$ cat config.mk
export PLATFORM = sky130hd
export DESIGN_NAME = gcef_top
export DESIGN_NICKNAME = d
export VERILOG_FILES = /design/src/gcef_pkg.sv /design/src/gcef_top.sv
export SDC_FILE = /design/constraint.sdc
export NUM_CORES = 1
export LEC_CHECK = 0
export BUFFER_PORTS_ARGS = -buffer_cell sky130_fd_sc_hd__buf_4
export CELL_PAD_IN_SITES_DETAIL_PLACEMENT = 0
export CELL_PAD_IN_SITES_GLOBAL_PLACEMENT = 2
export CORE_MARGIN = 1
export CORE_UTILIZATION = 29
export DETAILED_ROUTE_END_ITERATION = 10
export HOLD_SLACK_MARGIN = 0.02
export PLACE_DENSITY = 0.86
export SLEW_MARGIN = 20
export SYNTH_ARGS = -nofsm -noshare
export SYNTH_HDL_FRONTEND = slang
export SYNTH_SLANG_ARGS = --single-unit
export TNS_END_PERCENT = 30
$ cat constraint.sdc
create_clock -name i_clk_sys -period 2.4 [get_ports i_clk_sys]
set_clock_uncertainty 0.15 [all_clocks]
set_input_delay 0.12 -clock i_clk_sys [delete_from_list [all_inputs] [get_ports i_clk_sys]]
set_output_delay 0.12 -clock i_clk_sys [all_outputs]
set_load 0.05 [all_outputs]
$ cat src/gcef_pkg.sv
// constants for the command event flag block: map, bits, codes.
// assumes a 32-bit AXI4-Lite slave with one aligned word per register.
package gcef_pkg;

  // register byte offsets
  localparam logic [7:0] ADDR_STATUS_ONE = 8'h00; // status flags, clear on read
  localparam logic [7:0] ADDR_MASK_ONE   = 8'h04; // enables, write only
  localparam logic [7:0] ADDR_AUX_E      = 8'h08; // holdoff selects, bits 3-2
  localparam logic [7:0] ADDR_AUX_F      = 8'h0C; // holdoff selects, bits 3-0
  localparam logic [7:0] ADDR_MODE       = 8'h10; // addressing mode register
  localparam logic [7:0] ADDR_AUX_CMD    = 8'h14; // auxiliary command, write only
  localparam logic [7:0] ADDR_STATE      = 8'h18; // internal state, read only
  localparam logic [7:0] ADDR_PASS       = 8'h1C; // command pass register

  // flag and enable bit positions in status_one / mask_one
  localparam int BIT_GEX  = 7;
  localparam int BIT_ERR  = 6;
  localparam int BIT_UNK  = 5;
  localparam int BIT_SEC  = 4;
  localparam int BIT_DCLR = 3;
  localparam int BIT_OWN  = 2;

  // holdoff select bit positions
  localparam int BIT_HOLD_GEX    = 3; // aux e
  localparam int BIT_HOLD_CLEAR  = 2; // aux e
  localparam int BIT_HOLD_TALK   = 3; // aux f
  localparam int BIT_HOLD_LISTEN = 2; // aux f
  localparam int BIT_HOLD_UNADDR = 1; // aux f
  localparam int BIT_HOLD_ANY    = 0; // aux f

  // addressing mode register field
  localparam int BIT_XCVR_MODE = 5;

  // state register bits
  localparam int BIT_ST_HOLD = 0;
  localparam int BIT_ST_PASS = 1;
  localparam int BIT_ST_SEC  = 2;

  // reset values
  localparam logic [7:0] RST_BYTE = 8'h00;

  // auxiliary commands written to ADDR_AUX_CMD
  localparam logic [7:0] AUX_SWRST     = 8'h02;
  localparam logic [7:0] AUX_RELEASE   = 8'h03;
  localparam logic [7:0] AUX_PASS_NEXT = 8'h0B;

  // bus command codes, seven bits, sent while attention is asserted
  localparam logic [6:0] CMD_GTL = 7'h01;
  localparam logic [6:0] CMD_SDC = 7'h04;
  localparam logic [6:0] CMD_PPC = 7'h05;
  localparam logic [6:0] CMD_GET = 7'h08;
  localparam logic [6:0] CMD_TCT = 7'h09;
  localparam logic [6:0] CMD_LLO = 7'h11;
  localparam logic [6:0] CMD_DCL = 7'h14;
  localparam logic [6:0] CMD_PPU = 7'h15;
  localparam logic [6:0] CMD_SPE = 7'h18;
  localparam logic [6:0] CMD_SPD = 7'h19;
  localparam logic [6:0] CMD_UNL = 7'h3F;
  localparam logic [6:0] CMD_UNT = 7'h5F;

  // command group tags in bits 6-4 / 6-5
  localparam logic [2:0] GRP_ACG = 3'h0;
  localparam logic [2:0] GRP_UCG = 3'h1;
  localparam logic [1:0] GRP_LAG = 2'h1;
  localparam logic [1:0] GRP_TAG = 2'h2;
  localparam logic [1:0] GRP_SCG = 2'h3;

  // bus responses
  localparam logic [1:0] RESP_OKAY   = 2'h0;
  localparam logic [1:0] RESP_SLVERR = 2'h2;

endpackage : gcef_pkg

$ cat src/gcef_top.sv
// command event flag logic with AXI4-Lite register access.
// assumes one accept pulse per byte on i_clk_sys, stalled by holdoff.
//
// Function
// trigger flag enabled: holdoff, trigger high until release
// trigger flag disabled: one-cycle trigger pulse only
// trigger reaches shared pin only in trigger mode
// source delay with no acceptors sets error
// unknown universal or addressed command sets unrecognized
// pass-next aux command flags next secondary
// holdoff selects also raise unrecognized flag
// enabled flag setting, other than error, starts accepted holdoff
// holdoff kept until release aux command
// last passed command byte readable in pass register
// secondary pass enable selects secondary addressing
// secondary after own primary sets pass flag
// host checks pass flag before releasing holdoff
// device clear or listener selected clear sets flag
// own talk or listen address sets flag
// flags clear on reset or status read
// trigger command while listener sets trigger flag
// set during status read lands afterwards
// own address flag muted in poll/secondary mode
// interrupt when any enabled flag set
`timescale 1ns/10ps
module gcef_top
  import gcef_pkg::*;
#(
  parameter int AW = 8 // bus address width
) (
  input  wire logic          i_clk_sys,
  input  wire logic          i_rst_n,
  // axi4-lite slave
  input  wire logic [AW-1:0] i_awaddr,
  input  wire logic          i_awvalid,
  output logic               o_awready,
  input  wire logic [31:0]   i_wdata,
  input  wire logic [3:0]    i_wstrb,
  input  wire logic          i_wvalid,
  output logic               o_wready,
  output logic [1:0]         o_bresp,
  output logic               o_bvalid,
  input  wire logic          i_bready,
  input  wire logic [AW-1:0] i_araddr,
  input  wire logic          i_arvalid,
  output logic               o_arready,
  output logic [31:0]        o_rdata,
  output logic [1:0]         o_rresp,
  output logic               o_rvalid,
  input  wire logic          i_rready,
  // bus side status
  input  wire logic          i_cmd_accept,   // byte accepted, one pulse
  input  wire logic [7:0]    i_cmd_byte,     // byte on the data lines
  input  wire logic          i_atn,          // attention level
  input  wire logic          i_listener,     // listener addressed
  input  wire logic          i_talk_primary, // talker primary addressed
  input  wire logic          i_lstn_primary, // listener primary addressed
  input  wire logic          i_serial_poll,  // serial poll mode
  input  wire logic          i_pp1,          // parallel poll config state
  input  wire logic [4:0]    i_own_addr,     // own primary address
  input  wire logic          i_sdelay_enter, // source enters delay, pulse
  input  wire logic          i_external_accepted_seen,
  input  wire logic          i_ready_for_data,
  input  wire logic          i_xcvr_alt,     // pin level when not trigger
  // outputs
  output logic               o_dac_holdoff,
  output logic               o_trigger_output,
  output logic               o_shared_xcvr_pin,
  output logic               o_secondary_mode,
  output logic               o_irq
);

  //////////////////////////////////////////////////////////////////////
  // decode helpers

  // true when the seven-bit command equals a given code
  function automatic logic cmd_is(input logic [7:0] b, input logic [6:0] c);
    cmd_is = (b[6:0] == c);
  endfunction : cmd_is

  // register read/write address match on the word
  function automatic logic addr_is(input logic [AW-1:0] a,
                                   input logic [7:0]    o);
    addr_is = (a[7:2] == o[7:2]);
  endfunction : addr_is

  //////////////////////////////////////////////////////////////////////
  // state

  logic [7:0] flags_ff,  nxt_flags;   // status_one
  logic [7:0] pend_ff,   nxt_pend;    // sets deferred by a read
  logic [7:0] mask_ff,   nxt_mask;    // mask_one
  logic [7:0] aux_e_ff,  nxt_aux_e;   // holdoff selects e
  logic [7:0] aux_f_ff,  nxt_aux_f;   // holdoff selects f
  logic [7:0] mode_ff,   nxt_mode;    // addressing mode
  logic [7:0] cpass_ff,  nxt_cpass;   // command pass register
  logic       hold_ff,   nxt_hold;    // accepted holdoff
  logic       pass_ff,   nxt_pass;    // pass next secondary state
  logic       thold_ff,  nxt_thold;   // trigger held high
  logic       tpulse_ff, nxt_tpulse;  // trigger single pulse
  logic       pin_ff,    nxt_pin;     // shared pin level
  logic       irq_ff,    nxt_irq;     // interrupt request

  // axi channel state
  logic          aw_have_ff, w_have_ff, bvalid_ff, rvalid_ff;
  logic [AW-1:0] awaddr_ff;
  logic [31:0]   wdata_ff,  rdata_ff;
  logic [3:0]    wstrb_ff;
  logic [1:0]    bresp_ff,  rresp_ff;

  //////////////////////////////////////////////////////////////////////
  // command decode

  wire        acc      = i_cmd_accept & i_atn;      // command accepted
  wire [7:0]  b        = i_cmd_byte;
  wire        is_ucg   = (b[6:4] == GRP_UCG);
  wire        is_acg   = (b[6:4] == GRP_ACG);
  wire        is_lag   = (b[6:5] == GRP_LAG);
  wire        is_tag   = (b[6:5] == GRP_TAG);
  wire        is_scg   = (b[6:5] == GRP_SCG);
  wire        c_get    = cmd_is(b, CMD_GET);
  wire        c_sdc    = cmd_is(b, CMD_SDC);
  wire        c_dcl    = cmd_is(b, CMD_DCL);
  wire        c_unl    = cmd_is(b, CMD_UNL);
  wire        c_unt    = cmd_is(b, CMD_UNT);
  wire        ucg_known = cmd_is(b, CMD_LLO) | cmd_is(b, CMD_SPE)
                        | cmd_is(b, CMD_SPD) | c_dcl
                        | (cmd_is(b, CMD_PPU) & i_pp1);
  wire        acg_known = c_get | cmd_is(b, CMD_GTL) | c_sdc
                        | cmd_is(b, CMD_TCT)
                        | (cmd_is(b, CMD_PPC) & i_pp1);
  wire        own_lstn = is_lag & (b[4:0] == i_own_addr);
  wire        own_talk = is_tag & (b[4:0] == i_own_addr);
  wire        sec_en   = mask_ff[BIT_SEC];

  // individual flag set conditions
  wire set_gex  = acc & c_get & i_listener;
  wire set_err  = i_sdelay_enter & i_external_accepted_seen
                & i_ready_for_data;
  wire unk_base = (acc & is_ucg & ~ucg_known)
                | (acc & is_acg & ~acg_known & i_listener)
                | (acc & is_scg & pass_ff);
  wire unk_sel  = (aux_e_ff[BIT_HOLD_GEX] & acc & c_get)
                | (aux_e_ff[BIT_HOLD_CLEAR] & acc & (c_sdc | c_dcl))
                | (aux_f_ff[BIT_HOLD_TALK] & acc & is_tag & ~c_unt)
                | (aux_f_ff[BIT_HOLD_LISTEN] & acc & is_lag & ~c_unl)
                | (aux_f_ff[BIT_HOLD_UNADDR] & acc & (c_unt | c_unl))
                | (aux_f_ff[BIT_HOLD_ANY] & acc);
  wire set_unk  = unk_base | unk_sel;
  wire set_sec  = acc & is_scg
                & (i_talk_primary | i_lstn_primary);
  wire set_dclr = acc & (c_dcl | (c_sdc & i_listener));
  wire set_own  = acc & (own_talk | own_lstn)
                & ~i_serial_poll & ~sec_en;

  wire [7:0] set_vec;
  assign set_vec[BIT_GEX]  = set_gex;
  assign set_vec[BIT_ERR]  = set_err;
  assign set_vec[BIT_UNK]  = set_unk;
  assign set_vec[BIT_SEC]  = set_sec;
  assign set_vec[BIT_DCLR] = set_dclr;
  assign set_vec[BIT_OWN]  = set_own;
  assign set_vec[1:0]      = 2'h0; // poll and clear flags live elsewhere

  // flags that hold off the handshake when enabled; error does not
  wire [7:0] hold_src = set_vec & mask_ff & ~(8'h01 << BIT_ERR);
  wire       hold_set = |hold_src;

  //////////////////////////////////////////////////////////////////////
  // bus access decode

  wire ar_go  = i_arvalid & ~rvalid_ff;             // read taken now
  wire wr_go  = aw_have_ff & w_have_ff & ~bvalid_ff; // write performed
  wire lane0  = wr_go & wstrb_ff[0];                 // low byte written
  wire rd_st  = ar_go & addr_is(i_araddr, ADDR_STATUS_ONE);
  wire wr_msk = lane0 & addr_is(awaddr_ff, ADDR_MASK_ONE);
  wire wr_e   = lane0 & addr_is(awaddr_ff, ADDR_AUX_E);
  wire wr_f   = lane0 & addr_is(awaddr_ff, ADDR_AUX_F);
  wire wr_adm = lane0 & addr_is(awaddr_ff, ADDR_MODE);
  wire wr_aux = lane0 & addr_is(awaddr_ff, ADDR_AUX_CMD);
  wire swrst  = wr_aux & (wdata_ff[7:0] == AUX_SWRST);
  wire rel    = wr_aux & (wdata_ff[7:0] == AUX_RELEASE);
  wire pnext  = wr_aux & (wdata_ff[7:0] == AUX_PASS_NEXT);

  wire w_mapped = addr_is(awaddr_ff, ADDR_MASK_ONE)
                | addr_is(awaddr_ff, ADDR_AUX_E)
                | addr_is(awaddr_ff, ADDR_AUX_F)
                | addr_is(awaddr_ff, ADDR_MODE)
                | addr_is(awaddr_ff, ADDR_AUX_CMD);

  // read mux; write-only registers read as zero
  logic [7:0] rd_byte;
  logic       r_mapped;
  wire  [7:0] state_byte = {5'h0, sec_en, pass_ff, hold_ff};

  always_comb begin
    rd_byte  = RST_BYTE;
    r_mapped = 1'b1;
    case (i_araddr[7:2])
      ADDR_STATUS_ONE[7:2]: rd_byte = flags_ff;
      ADDR_MASK_ONE[7:2]:   rd_byte = RST_BYTE;
      ADDR_AUX_E[7:2]:      rd_byte = aux_e_ff;
      ADDR_AUX_F[7:2]:      rd_byte = aux_f_ff;
      ADDR_MODE[7:2]:       rd_byte = mode_ff;
      ADDR_AUX_CMD[7:2]:    rd_byte = RST_BYTE;
      ADDR_STATE[7:2]:      rd_byte = state_byte;
      ADDR_PASS[7:2]:       rd_byte = cpass_ff;
      default:              r_mapped = 1'b0; // unmapped answers error
    endcase
  end

  //////////////////////////////////////////////////////////////////////
  // next-state logic for the event flags

  always_comb begin
    // a read clears the flags; sets in that cycle park one cycle
    if (rd_st) begin
      nxt_flags = pend_ff;
      nxt_pend  = set_vec;
    end else begin
      nxt_flags = flags_ff | pend_ff | set_vec;
      nxt_pend  = RST_BYTE;
    end
    if (swrst) begin
      nxt_flags = RST_BYTE;
      nxt_pend  = RST_BYTE;
    end
  end

  // holdoff: a new set wins over a release in the same cycle
  assign nxt_hold = hold_set | (hold_ff & ~rel & ~swrst);

  // trigger held while enabled holdoff lasts, else a single pulse
  assign nxt_thold  = (set_gex & mask_ff[BIT_GEX])
                    | (thold_ff & ~rel & ~swrst);
  assign nxt_tpulse = set_gex & ~mask_ff[BIT_GEX];

  // shared pin carries the trigger only in trigger mode
  assign nxt_pin = mode_ff[BIT_XCVR_MODE]
                 ? (nxt_thold | nxt_tpulse) : i_xcvr_alt;

  // pass next secondary ends on the first secondary accepted
  assign nxt_pass = pnext | (pass_ff & ~(acc & is_scg) & ~swrst);

  // capture the byte behind a pass or unrecognized event
  assign nxt_cpass = (set_unk | set_sec) ? b : cpass_ff;

  // interrupt request from any enabled flag
  assign nxt_irq = |(nxt_flags & mask_ff);

  // software writes
  assign nxt_mask  = wr_msk ? wdata_ff[7:0] : mask_ff;
  assign nxt_aux_e = wr_e   ? wdata_ff[7:0] : aux_e_ff;
  assign nxt_aux_f = wr_f   ? wdata_ff[7:0] : aux_f_ff;
  assign nxt_mode  = wr_adm ? wdata_ff[7:0] : mode_ff;

  //////////////////////////////////////////////////////////////////////
  // block registers

  always_ff @(posedge i_clk_sys) begin
    if (!i_rst_n) begin
      flags_ff  <= RST_BYTE;
      pend_ff   <= RST_BYTE;
      mask_ff   <= RST_BYTE;
      aux_e_ff  <= RST_BYTE;
      aux_f_ff  <= RST_BYTE;
      mode_ff   <= RST_BYTE;
      cpass_ff  <= RST_BYTE;
    end else begin
      flags_ff  <= nxt_flags;
      pend_ff   <= nxt_pend;
      mask_ff   <= nxt_mask;
      aux_e_ff  <= nxt_aux_e;
      aux_f_ff  <= nxt_aux_f;
      mode_ff   <= nxt_mode;
      cpass_ff  <= nxt_cpass;
    end
  end

  // single-bit control state
  always_ff @(posedge i_clk_sys) begin
    if (!i_rst_n) begin
      hold_ff   <= 1'b0;
      pass_ff   <= 1'b0;
      thold_ff  <= 1'b0;
      tpulse_ff <= 1'b0;
      pin_ff    <= 1'b0;
      irq_ff    <= 1'b0;
    end else begin
      hold_ff   <= nxt_hold;
      pass_ff   <= nxt_pass;
      thold_ff  <= nxt_thold;
      tpulse_ff <= nxt_tpulse;
      pin_ff    <= nxt_pin;
      irq_ff    <= nxt_irq;
    end
  end

  //////////////////////////////////////////////////////////////////////
  // axi4-lite write channels; address and data accepted in either order

  always_ff @(posedge i_clk_sys) begin
    if (!i_rst_n) begin
      aw_have_ff <= 1'b0;
      w_have_ff  <= 1'b0;
      bvalid_ff  <= 1'b0;
      bresp_ff   <= RESP_OKAY;
      awaddr_ff  <= '0;
      wdata_ff   <= '0;
      wstrb_ff   <= '0;
    end else begin
      // capture each channel when offered and idle
      if (i_awvalid && !aw_have_ff) begin
        aw_have_ff <= 1'b1;
        awaddr_ff  <= i_awaddr;
      end else if (wr_go) begin
        aw_have_ff <= 1'b0;
      end
      if (i_wvalid && !w_have_ff) begin
        w_have_ff <= 1'b1;
        wdata_ff  <= i_wdata;
        wstrb_ff  <= i_wstrb;
      end else if (wr_go) begin
        w_have_ff <= 1'b0;
      end
      // response one cycle after both halves are held
      if (wr_go) begin
        bvalid_ff <= 1'b1;
        bresp_ff  <= w_mapped ? RESP_OKAY : RESP_SLVERR;
      end else if (i_bready) begin
        bvalid_ff <= 1'b0;
      end
    end
  end

  //////////////////////////////////////////////////////////////////////
  // axi4-lite read channel; data sampled at the address handshake

  always_ff @(posedge i_clk_sys) begin
    if (!i_rst_n) begin
      rvalid_ff <= 1'b0;
      rdata_ff  <= '0;
      rresp_ff  <= RESP_OKAY;
    end else if (ar_go) begin
      rvalid_ff <= 1'b1;
      rdata_ff  <= {24'h000000, rd_byte};
      rresp_ff  <= r_mapped ? RESP_OKAY : RESP_SLVERR;
    end else if (i_rready) begin
      rvalid_ff <= 1'b0;
    end
  end

  //////////////////////////////////////////////////////////////////////
  // outputs

  assign o_awready         = ~aw_have_ff;
  assign o_wready          = ~w_have_ff;
  assign o_bvalid          = bvalid_ff;
  assign o_bresp           = bresp_ff;
  assign o_arready         = ~rvalid_ff;
  assign o_rvalid          = rvalid_ff;
  assign o_rdata           = rdata_ff;
  assign o_rresp           = rresp_ff;
  assign o_dac_holdoff     = hold_ff;
  assign o_trigger_output  = thold_ff | tpulse_ff;
  assign o_shared_xcvr_pin = pin_ff;
  assign o_secondary_mode  = sec_en;
  assign o_irq             = irq_ff;

endmodule : gcef_top

Word level (Yosys, flattened, before mapping) --
Index checks and enable logic that the tools add are counted.
Word-level totals: bits in registers 95, bits of input ports 83, output and inout port bits 46
Cells by class: equality and inequality tests 32, multiplexer cells 14, bitwise logic cells 107, reduce and logical (&&, ||, !) cells 15
Operator list (number):
- 1-bit bitwise AND | 56
- 8-bit one-hot mux with 6 select lines | 1
- 6-bit by 3-bit == test with 1-bit output, second input constant | 6
- 7-bit by 5-bit == test with 1-bit output, second input constant | 5
- 1-bit bitwise OR | 31
- 6-bit by 2-bit == test with 1-bit output, second input constant | 4
- 8-bit bitwise AND | 2
- 8-bit by 2-bit == test with 1-bit output, second input constant | 2
- 8-bit 2-to-1 mux | 2
- 1-bit NOT | 16
- 8-bit bitwise OR | 2
- 8-bit OR reduction | 2
- 7-bit by 3-bit == test with 1-bit output, second input constant | 2
- 7-bit by 4-bit == test with 1-bit output, second input constant | 2
- 6-bit by 1-bit == test with 1-bit output, second input constant | 2
- 1-bit 2-to-1 mux | 9
- 8-bit by 4-bit == test with 1-bit output, second input constant | 1
- 2-bit nonzero test | 4
- 7-bit by 1-bit == test with 1-bit output, second input constant | 1
- 7-bit by 6-bit == test with 1-bit output, second input constant | 1
- 7-bit == test, second input constant | 1
- 7-bit OR reduction | 1
- 6-bit logical NOT | 1
- 5-bit == test | 1
- 9 further kinds | 13

Logic depth before layout (Yosys ltp) --
Gate-level depths: netlist of the first run.
depth in word-level cells 16, depth in mapped cells 8

Least setup slack after synthesis of the first run --
No wires, ideal clock.
kind register -> register, start point register rvalid_ff, in the netlist o_rvalid, end point register irq_ff, in the netlist o_irq, data arrival time 1.898 ns, data required time 2.119 ns, setup slack 0.221 ns, stages on the path, launching flop included 9, period minus slack after synthesis 2.179 ns, cells stage by stage dfxtp_1 nand2b_1 clkbuf_1 or3_1 buf_2 a22oi_1 o221ai_1 a211oi_1 o22ai_1
Between the ends: longest elaborated chain between the ends 7
RTL lines:
- start: declaration | line gcef_top.sv:105 | logic aw_have_ff, w_have_ff, bvalid_ff, rvalid_ff;
- start signal: assignment | line gcef_top.sv:341 | rvalid_ff <= 1'b0;
- start signal: assignment | line gcef_top.sv:345 | rvalid_ff <= 1'b1;
- start signal: assignment | line gcef_top.sv:349 | rvalid_ff <= 1'b0;
- 1-bit NOT | line gcef_top.sv:172 | wire ar_go = i_arvalid & ~rvalid_ff;
- 1-bit bitwise AND | line gcef_top.sv:172
- 1-bit bitwise AND | line gcef_top.sv:175 | wire rd_st = ar_go & addr_is(i_araddr, ADDR_STATUS_ONE);
- 8-bit 2-to-1 mux | line gcef_top.sv:217 | if (rd_st) begin
- 8-bit 2-to-1 mux | line gcef_top.sv:224 | if (swrst) begin
- 8-bit bitwise AND | line gcef_top.sv:249 | assign nxt_irq = |(nxt_flags & mask_ff);
- 8-bit OR reduction | line gcef_top.sv:249
- end signal: assignment | line gcef_top.sv:295 | irq_ff <= nxt_irq;
- end: declaration | line gcef_top.sv:102 | logic irq_ff, nxt_irq;
No other way between the ends. A chain may end at the register's enable or synchronous reset.

Final worst setup path of the first run --
start point input port i_cmd_byte[5], end point register irq_ff, in the netlist o_irq
Between the ends: longest elaborated chain between the ends 16, elaborated cells between the ends (all ways) 72, classes of those cells eq/ne (16); mux (2); bitwise (52); reduce/logical (2)
RTL lines:
- start: declaration | line gcef_top.sv:53 | input wire logic [7:0] i_cmd_byte,
- 7-bit by 4-bit == test with 1-bit output or 7-bit by 1-bit == test with 1-bit output (tied branches) | line gcef_top.sv:78 | cmd_is = (b[6:0] == c);
- 1-bit bitwise OR (2 in a row) | line gcef_top.sv:129 | wire acg_known = c_get | cmd_is(b, CMD_GTL) | c_sdc
- 1-bit bitwise OR | line gcef_top.sv:130 | | cmd_is(b, CMD_TCT)
- 1-bit bitwise OR | line gcef_top.sv:131 | | (cmd_is(b, CMD_PPC) & i_pp1);
- 1-bit NOT | line gcef_top.sv:141 | | (acc & is_acg & ~acg_known & i_listener)
- 1-bit bitwise AND (2 in a row) | line gcef_top.sv:141
- 1-bit bitwise OR | line gcef_top.sv:141
- 1-bit bitwise OR | line gcef_top.sv:142 | | (acc & is_scg & pass_ff);
- 1-bit bitwise OR | line gcef_top.sv:149 | wire set_unk = unk_base | unk_sel;
- 8-bit bitwise OR (*) | line gcef_top.sv:221 | nxt_flags = flags_ff | pend_ff | set_vec;
- 8-bit 2-to-1 mux (*) | line gcef_top.sv:217
- 8-bit 2-to-1 mux (*) | line gcef_top.sv:224
- 8-bit bitwise AND (*) | line gcef_top.sv:249
- 8-bit OR reduction (*) | line gcef_top.sv:249
Mark *: on every way between the ends. The rest lies on a longest branch, timed or not.

==> results of run 1 <==
timing repair:
action | in CTS | in global routing
buffers inserted | 0 | 1
hold buffers | 31 | 0
setup endpoints to repair | 0 | 6
hold endpoints to repair | 28 | 0
cell type report:
| class | instances | area share |
|---|---|---|
| Inverter | 14 | 0.00973 |
| Tap cell | 180 | 0.0417 |
| Multi-Input combinational cell | 347 | 0.392 |
| Timing Repair Buffer | 115 | 0.174 |
| Sequential cell | 89 | 0.330 |
| Clock buffer | 11 | 0.0449 |
| Clock inverter | 3 | 0.00788 |
sequential cells by signal, summed over array words and instances (netlist names), 6 cells and up:
| register | flops |
|---|---|
| flags_ff | 8 |
| pend_ff | 6 |
| awaddr_ff | 6 |
| mask_ff | 8 |
| aux_f_ff | 8 |
| wdata_ff | 8 |
| mode_ff | 8 |
| cpass_ff | 8 |
| aux_e_ff | 8 |
| o_rdata | 8 |
power groups by stage:
stage	Sequential (mW)	Combinational (mW)	Clock (mW)
after floorplan	1.59	0.287	0
after global placement	1.57	0.424	0
after detailed placement	1.57	0.428	0
after CTS	1.54	0.469	1.39
after global routing	1.54	0.506	1.46
final	1.54	0.467	1.36
worst min-delay path, stage by stage:
cell	delay (ns)
buf_4	0.20
o21ai_0	0.10
a31oi_1	0.04
cells by family (layout without fill, tap and decap cells):
group                  count (synthesis)  count (layout)
AND/OR/NAND/NOR                      187             187
flip-flops                            89              89
buffers and inverters                 63             143
multiplexers                          45              45
AO/OA/AOI/OAI                         84              84
other                                  1              26
XOR/XNOR                               5               5
per-layer routing:
layer	wire, um	GRT usage
met3	540	0.0379
met1	5340	0.213
met5	0	0
met4	139	0.0432
met2	5100	0.251
cell usage in the layout, fill, tap and decap left out, types with 3 or more instances in the layout:
master	synthesis	final
a22oi_1	16	16
a311oi_1	3	3
and3_1	3	3
buf_4	27	84
clkbuf_16	0	9
nor2b_1	10	10
nor4_1	3	3
nand3_1	9	9
a211oi_1	4	4
nand3b_1	5	5
conb_1	1	26
a21oi_1	18	18
xor2_1	4	4
a41o_1	3	3
mux2_2	5	5
dfxtp_1	89	89
a21oi_2	3	3
o21ai_1	14	14
o21ai_0	4	4
nand2_1	41	41
nand2b_1	5	5
nand4_1	6	6
a32oi_1	4	4
mux4_2	3	3
mux2i_1	37	37
dlygate4sd3_1	0	31
nor3_1	10	10
nor2_1	76	76
or3_1	3	3
inv_1	13	13
through the flow:
step | utilization | hold WS [ns] | power, mW | setup WS, ns
6_report | 0.388 | 0.0242 | 3.37 | 0.145
5_1_grt | 0.388 | 0.0376 | 3.51 | 0.0612
4_1_cts | 0.387 | 0.0201 | 3.40 | 0.0689
3_5_place_dp | 0.344 | 0.194 | 2.00 | 0.0846
3_3_place_gp | 0.344 | 0.187 | 2.00 | 0.168
2_1_floorplan | - | 0.0858 | 1.88 | 0.221
worst paths after layout:
| check | cells after the start | to | slack (ns) |
|---|---|---|---|
| setup / recovery | 8 | o_irq$_SDFF_PN0_ | 0.15 |
| setup reg to reg | 7 | aux_f_ff[2]$_SDFFE_PN0P_ | 0.18 |
| hold reg to reg | 2 | cpass_ff[6]$_SDFFE_PN0P_ | 0.30 |
| hold / removal | 3 | o_shared_xcvr_pin$_SDFF_PN0_ | 0.02 |
==> impl_metrics.tcl, run 1 <==
set metrics [dict create \
    synth_compound_area_frac 0.140 \
    crit_required_ns 2.50 \
    die_w_um 122 \
    synth.avg_cell_area_um2 8.75 \
    grt_pass1_vias 3422 \
    multiInputGateArea_um2 2110 \
    setup_viol_count_final 0 \
    drt_first_pass_iters 6 \
    dpl_cell_area_um2 4800 \
    nNetsFinal 659 \
    yosysUniqueCellTypes 56 \
    critPathMaxStageDelay_ns 0.56 \
    register_area_um2 1780 \
    critPathArrivalTime_ns 2.36 \
    path_clk_slew_ns 0.06 \
    synth_common_cells "89 x dfxtp_1, 76 x nor2_1, 41 x nand2_1, 37 x mux2i_1, 27 x buf_4" \
    maxCapViolations 0 \
    die_y_um 122 \
    status "complete, no violations" \
    rows 43 \
    cts_resized 0 \
    p_clk_frac 0.404 \
    io_pins 129 \
    core_um2 13900 \
    post-synth-top-count-cell "dfxtp_1" \
    cts_buffer_depth 2 \
    sw_frac_of_total 0.257 \
    diodes 0 \
    place.gp.congestion 0.810 \
    synth_area_um2 4150 \
    final_cells 759 \
    synth_area_leaders "dfxtp_1 43%, mux2i_1 8.9%, nor2_1 6.9%, buf_4 4.9%, nand2_1 3.7%" \
    yosys.area.top_type "dfxtp_1" \
    vias_per_cell 4.79 \
    cp_max_fo 8 \
    design_area_um2 5400 \
    avgRoutedWirePerCell_um 14.7 \
    finalCriticalPeriod_ns 2.25 \
    numCtsBuffers 9 \
    dieArea_um2 14800 \
    tightest_slew_ns 0.688 \
    muxShareOfSynthArea 0.119 \
    start_kind "input port" \
    grt-ovfl-total 0 \
    critical_path.cell_chain "dlygate4sd3_1, buf_4, nor4_1, a21boi_1, or3_4, nor3_1, o31a_1, o22ai_1" \
    combPwrFrac 0.139 \
    yosys_warnings 0 \
    drive_above_1_share 0.199 \
    drc_errors 0 \
    rsz0062_at_grt "no" \
    min_from "i_rst_n" \
    power.switching_mw 0.866 \
    setup-tns-final_ns 0 \
    path_buf_inv 2 \
    cp_slowest_cell "nor4_1" \
    end_kind "flop" \
    p_per_area_nw_per_um2 624 \
    wl_mm 11.1 \
    async_reset_ff_frac 0 \
    drt_iter0_drc 196 \
    synth-edff-count 0 \
    maxSlewViolCount 0 \
    intPower_mw 2.50 \
    synth_fa_ha_area_frac 0 \
    io_buffers 71 \
    synthXorXnorAreaFrac 0.0106 \
    root_buffer "clkbuf_16" \
    worstReg2RegStart "awaddr_ff[7]$_SDFFE_PN0P_" \
    clock_sinks 89 \
    cts_tree "built" \
    grt_util_all_layers 0.158 \
    dp_hpwl_mm 8.36 \
    htree_levels 3 \
    antenna_found_initial 0 \
    synthCells 474 \
    p_leak_nw 2.30 \
    insertion_delay_ns 0.34 \
    synth_seq_area_share 0.430 \
    fill_cells 1426 \
    synth_simple_gate_area_frac 0.216 \
    clock.fmax_mhz 443 \
    vias 3632 \
    area_growth_pct 30.2 \
    worstSetupStartpoint "i_cmd_byte[5]" \
    criticalPathCategory "in -> reg" \
    synthFlopType "dfxtp_1" \
    hold_viol 0 \
    synth_top_family_by_area "simple AND/OR/NAND/NOR gates" \
    cp_top_family "simple AND/OR/NAND/NOR gates" \
    synth_top_area_frac 0.430 \
    relSlewSlack 0.541 \
    grt_pass1_wl_mm 17.5 \
    ant_nets 0 \
    start_util 0.298 \
    synth_seq_cells 89 \
    hold_path.class "in -> reg" \
    period_share 0.940 \
    p_seq_frac 0.457 \
    grt_start_max_net_pins 32 \
    vdd_drop_max_mv 0.294 \
    dpl.cell_count 713 \
]
(Power assumes the default switching activity.)
==> run 2: changes to the inputs <==
--- a/config.mk
+++ b/config.mk
@@ -10,2 +10,3 @@
 export CELL_PAD_IN_SITES_GLOBAL_PLACEMENT = 2
+export CORE_ASPECT_RATIO = 1.75
 export CORE_MARGIN = 1
==> constraint.sdc (replaced) <==
create_clock -name i_clk_sys -period 2.4 [get_ports i_clk_sys]
set_clock_uncertainty 0.15 [all_clocks]
set_input_delay 0.48 -clock i_clk_sys [delete_from_list [all_inputs] [get_ports i_clk_sys]]
set_output_delay 0.48 -clock i_clk_sys [all_outputs]
set_load 0.05 [all_outputs]
==> run 2 against run 1 <==
  * Wire length rose by 4.6%
  * Sequential share of layout area is 1.5 points higher
  * Largest power group unchanged
  * Power barely moved
  * Combinational power is 4.3% lower
  * Sequential power is essentially flat
  * First-iteration DRC count rose by 2.0%
  * Global-route usage is 0.46 points higher
  * Via count decreased by 2.9%
  * Clock power about the same
  * Clock-buffer cell count up 2
  * Critical path depth fell by 2
  * Cell count fell by 3.2%
==> impl_metrics.tcl, run 2 (synthesis gave the netlist of run 1 again) <==
set metrics [dict create \
    avgRoutedWirePerCell_um 15.8 \
    grt_util_all_layers 0.162 \
    worstSetupStartpoint "awaddr_ff[7]$_SDFFE_PN0P_" \
    grt_pass1_vias 3497 \
    start_util 0.298 \
    final_cells 735 \
    reg2reg_setup_slack_ns 0.11 \
    die_y_um 160 \
    busiest_layer "met2" \
    setup-tns-final_ns 0 \
    crit_required_ns 2.47 \
    period_share 0.955 \
    grt-ovfl-total 0 \
    power.switching_mw 0.878 \
    drive_above_1_share 0.220 \
    place.gp.congestion 0.827 \
    maxSlewViolCount 0 \
    reg2reg_depth 6 \
    wl_mm 11.6 \
    cts_buffer_depth 2 \
    finalCriticalPeriod_ns 2.29 \
    numCtsBuffers 9 \
    min_from "i_awvalid" \
    design_area_um2 5170 \
    core_um2 13900 \
    critPathArrivalTime_ns 2.36 \
    use_met3 0.0314 \
    clock_sinks 89 \
    rsz0062_at_grt "no" \
    end_kind "flop" \
    worstReg2RegStart "awaddr_ff[7]$_SDFFE_PN0P_" \
    timing.hold.ws_ns 0.200 \
    drt_first_pass_iters 4 \
    grt_pass1_wl_mm 18.3 \
    p_seq_frac 0.455 \
    tightest_slew_ns 0.804 \
    drc_errors 0 \
    area_growth_pct 24.7 \
    critPathMaxStageDelay_ns 0.47 \
    cp_top_family "simple AND/OR/NAND/NOR gates" \
    p_per_area_nw_per_um2 651 \
    hold_viol 0 \
    insertion_delay_ns 0.34 \
    hold_path_depth 3 \
    cp.depth 6 \
    grt_use_met2 0.307 \
    die_w_um 92.4 \
    vias_per_cell 4.80 \
    p_leak_nw 2.23 \
    cp_slowest_cell "or3_1" \
    start_kind "flop" \
    status "complete, no violations" \
    dp_hpwl_mm 9.01 \
    intPower_mw 2.49 \
    hold_path.class "in -> reg" \
    cp_max_fo 6 \
    cts_tree "built" \
    criticalPathCategory "reg -> reg" \
    critical_path.cell_chain "or3_1, nor4_4, nand4b_1, o21a_1, nand4_1, nor2_1" \
    dieArea_um2 14800 \
    nNetsFinal 636 \
    htree_levels 3 \
    io_buffers 71 \
    dpl_cell_area_um2 4870 \
    grt_start_max_net_pins 45 \
    clock.fmax_mhz 436 \
    diodes 0 \
    rows 57 \
    dpl.cell_count 719 \
    post-cts-setup-buffers 0 \
    p_clk_frac 0.412 \
    mostFrequentLayoutCells "91 x buf_4, 89 x dfxtp_1, 76 x nor2_1, 41 x nand2_1, 37 x mux2i_1" \
    drt_iter0_drc 200 \
    use_met1 0.169 \
    layout_commonest_cell "buf_4" \
    root_buffer "clkbuf_16" \
    vias 3528 \
    maxCapViolations 0 \
    antenna_found_initial 0 \
    sw_frac_of_total 0.261 \
    path_buf_inv 0 \
    io_pins 129 \
    ant_nets 0 \
    path_clk_slew_ns 0.06 \
    vdd_drop_max_mv 0.290 \
    relSlewSlack 0.462 \
    combPwrFrac 0.133 \
    setup_viol_count_final 0 \
]
==> run 2: final cells by class <==
| class | instances | area (um2) |
|---|---|---|
| clock inverters | 3 | 40.0 |
| inverters | 14 | 52.6 |
| repair buffers | 92 | 703 |
| well taps | 177 | 221 |
| clock buffers | 13 | 250 |
| multi-input cells | 347 | 2120 |
| fillers | 1425 | 8730 |
| flip-flops and latches | 89 | 1780 |
==> run 2: power by group through the flow <==
stage               combinational (mW)  clock [mW]  sequential, mW
floorplan                        0.287           0            1.59
global placement                 0.444           0            1.57
detailed placement               0.447           0            1.57
CTS                              0.448        1.42            1.54
global route                     0.481        1.48            1.54
finish                           0.447        1.39            1.53
==> run 2: path summary, 6_finish.rpt <==
path                                                 to
worst max-delay path              pend_ff[7]$_SDFF_PP0_
worst min register to register   flags_ff[4]$_SDFF_PN0_
worst min-delay path            aw_have_ff$_SDFFE_PN0P_
worst max register to register    pend_ff[7]$_SDFF_PP0_
==> run 2: worst min-delay path, stage by stage <==
cell    delay [ns]
buf_4         0.08
nor2_1        0.03
nor2_1        0.06
==> run 2: per-stage QoR <==
step            util  worst slack [ns]  power (mW)
2_1_floorplan      -             0.221        1.88
3_3_place_gp   0.350           -0.0609        2.01
3_5_place_dp   0.350           -0.0464        2.02
4_1_cts        0.371            0.0599        3.40
5_1_grt        0.372           0.00553        3.50
6_report       0.372             0.109        3.37
==> run 2: timing repair <==
action,CTS,global route
hold buffers,0,0
endpoints found under the setup margin,0,4
resized for setup,0,1
==> run 2: metal layers <==
layer  up-vias  wire length [um]  part of all wire
met4         0               277             0.024
met2       104              6390              0.55
met3        18               481             0.041
li1       1764                 -                 -
met5         -                 0                 0
met1      1642              4490              0.39
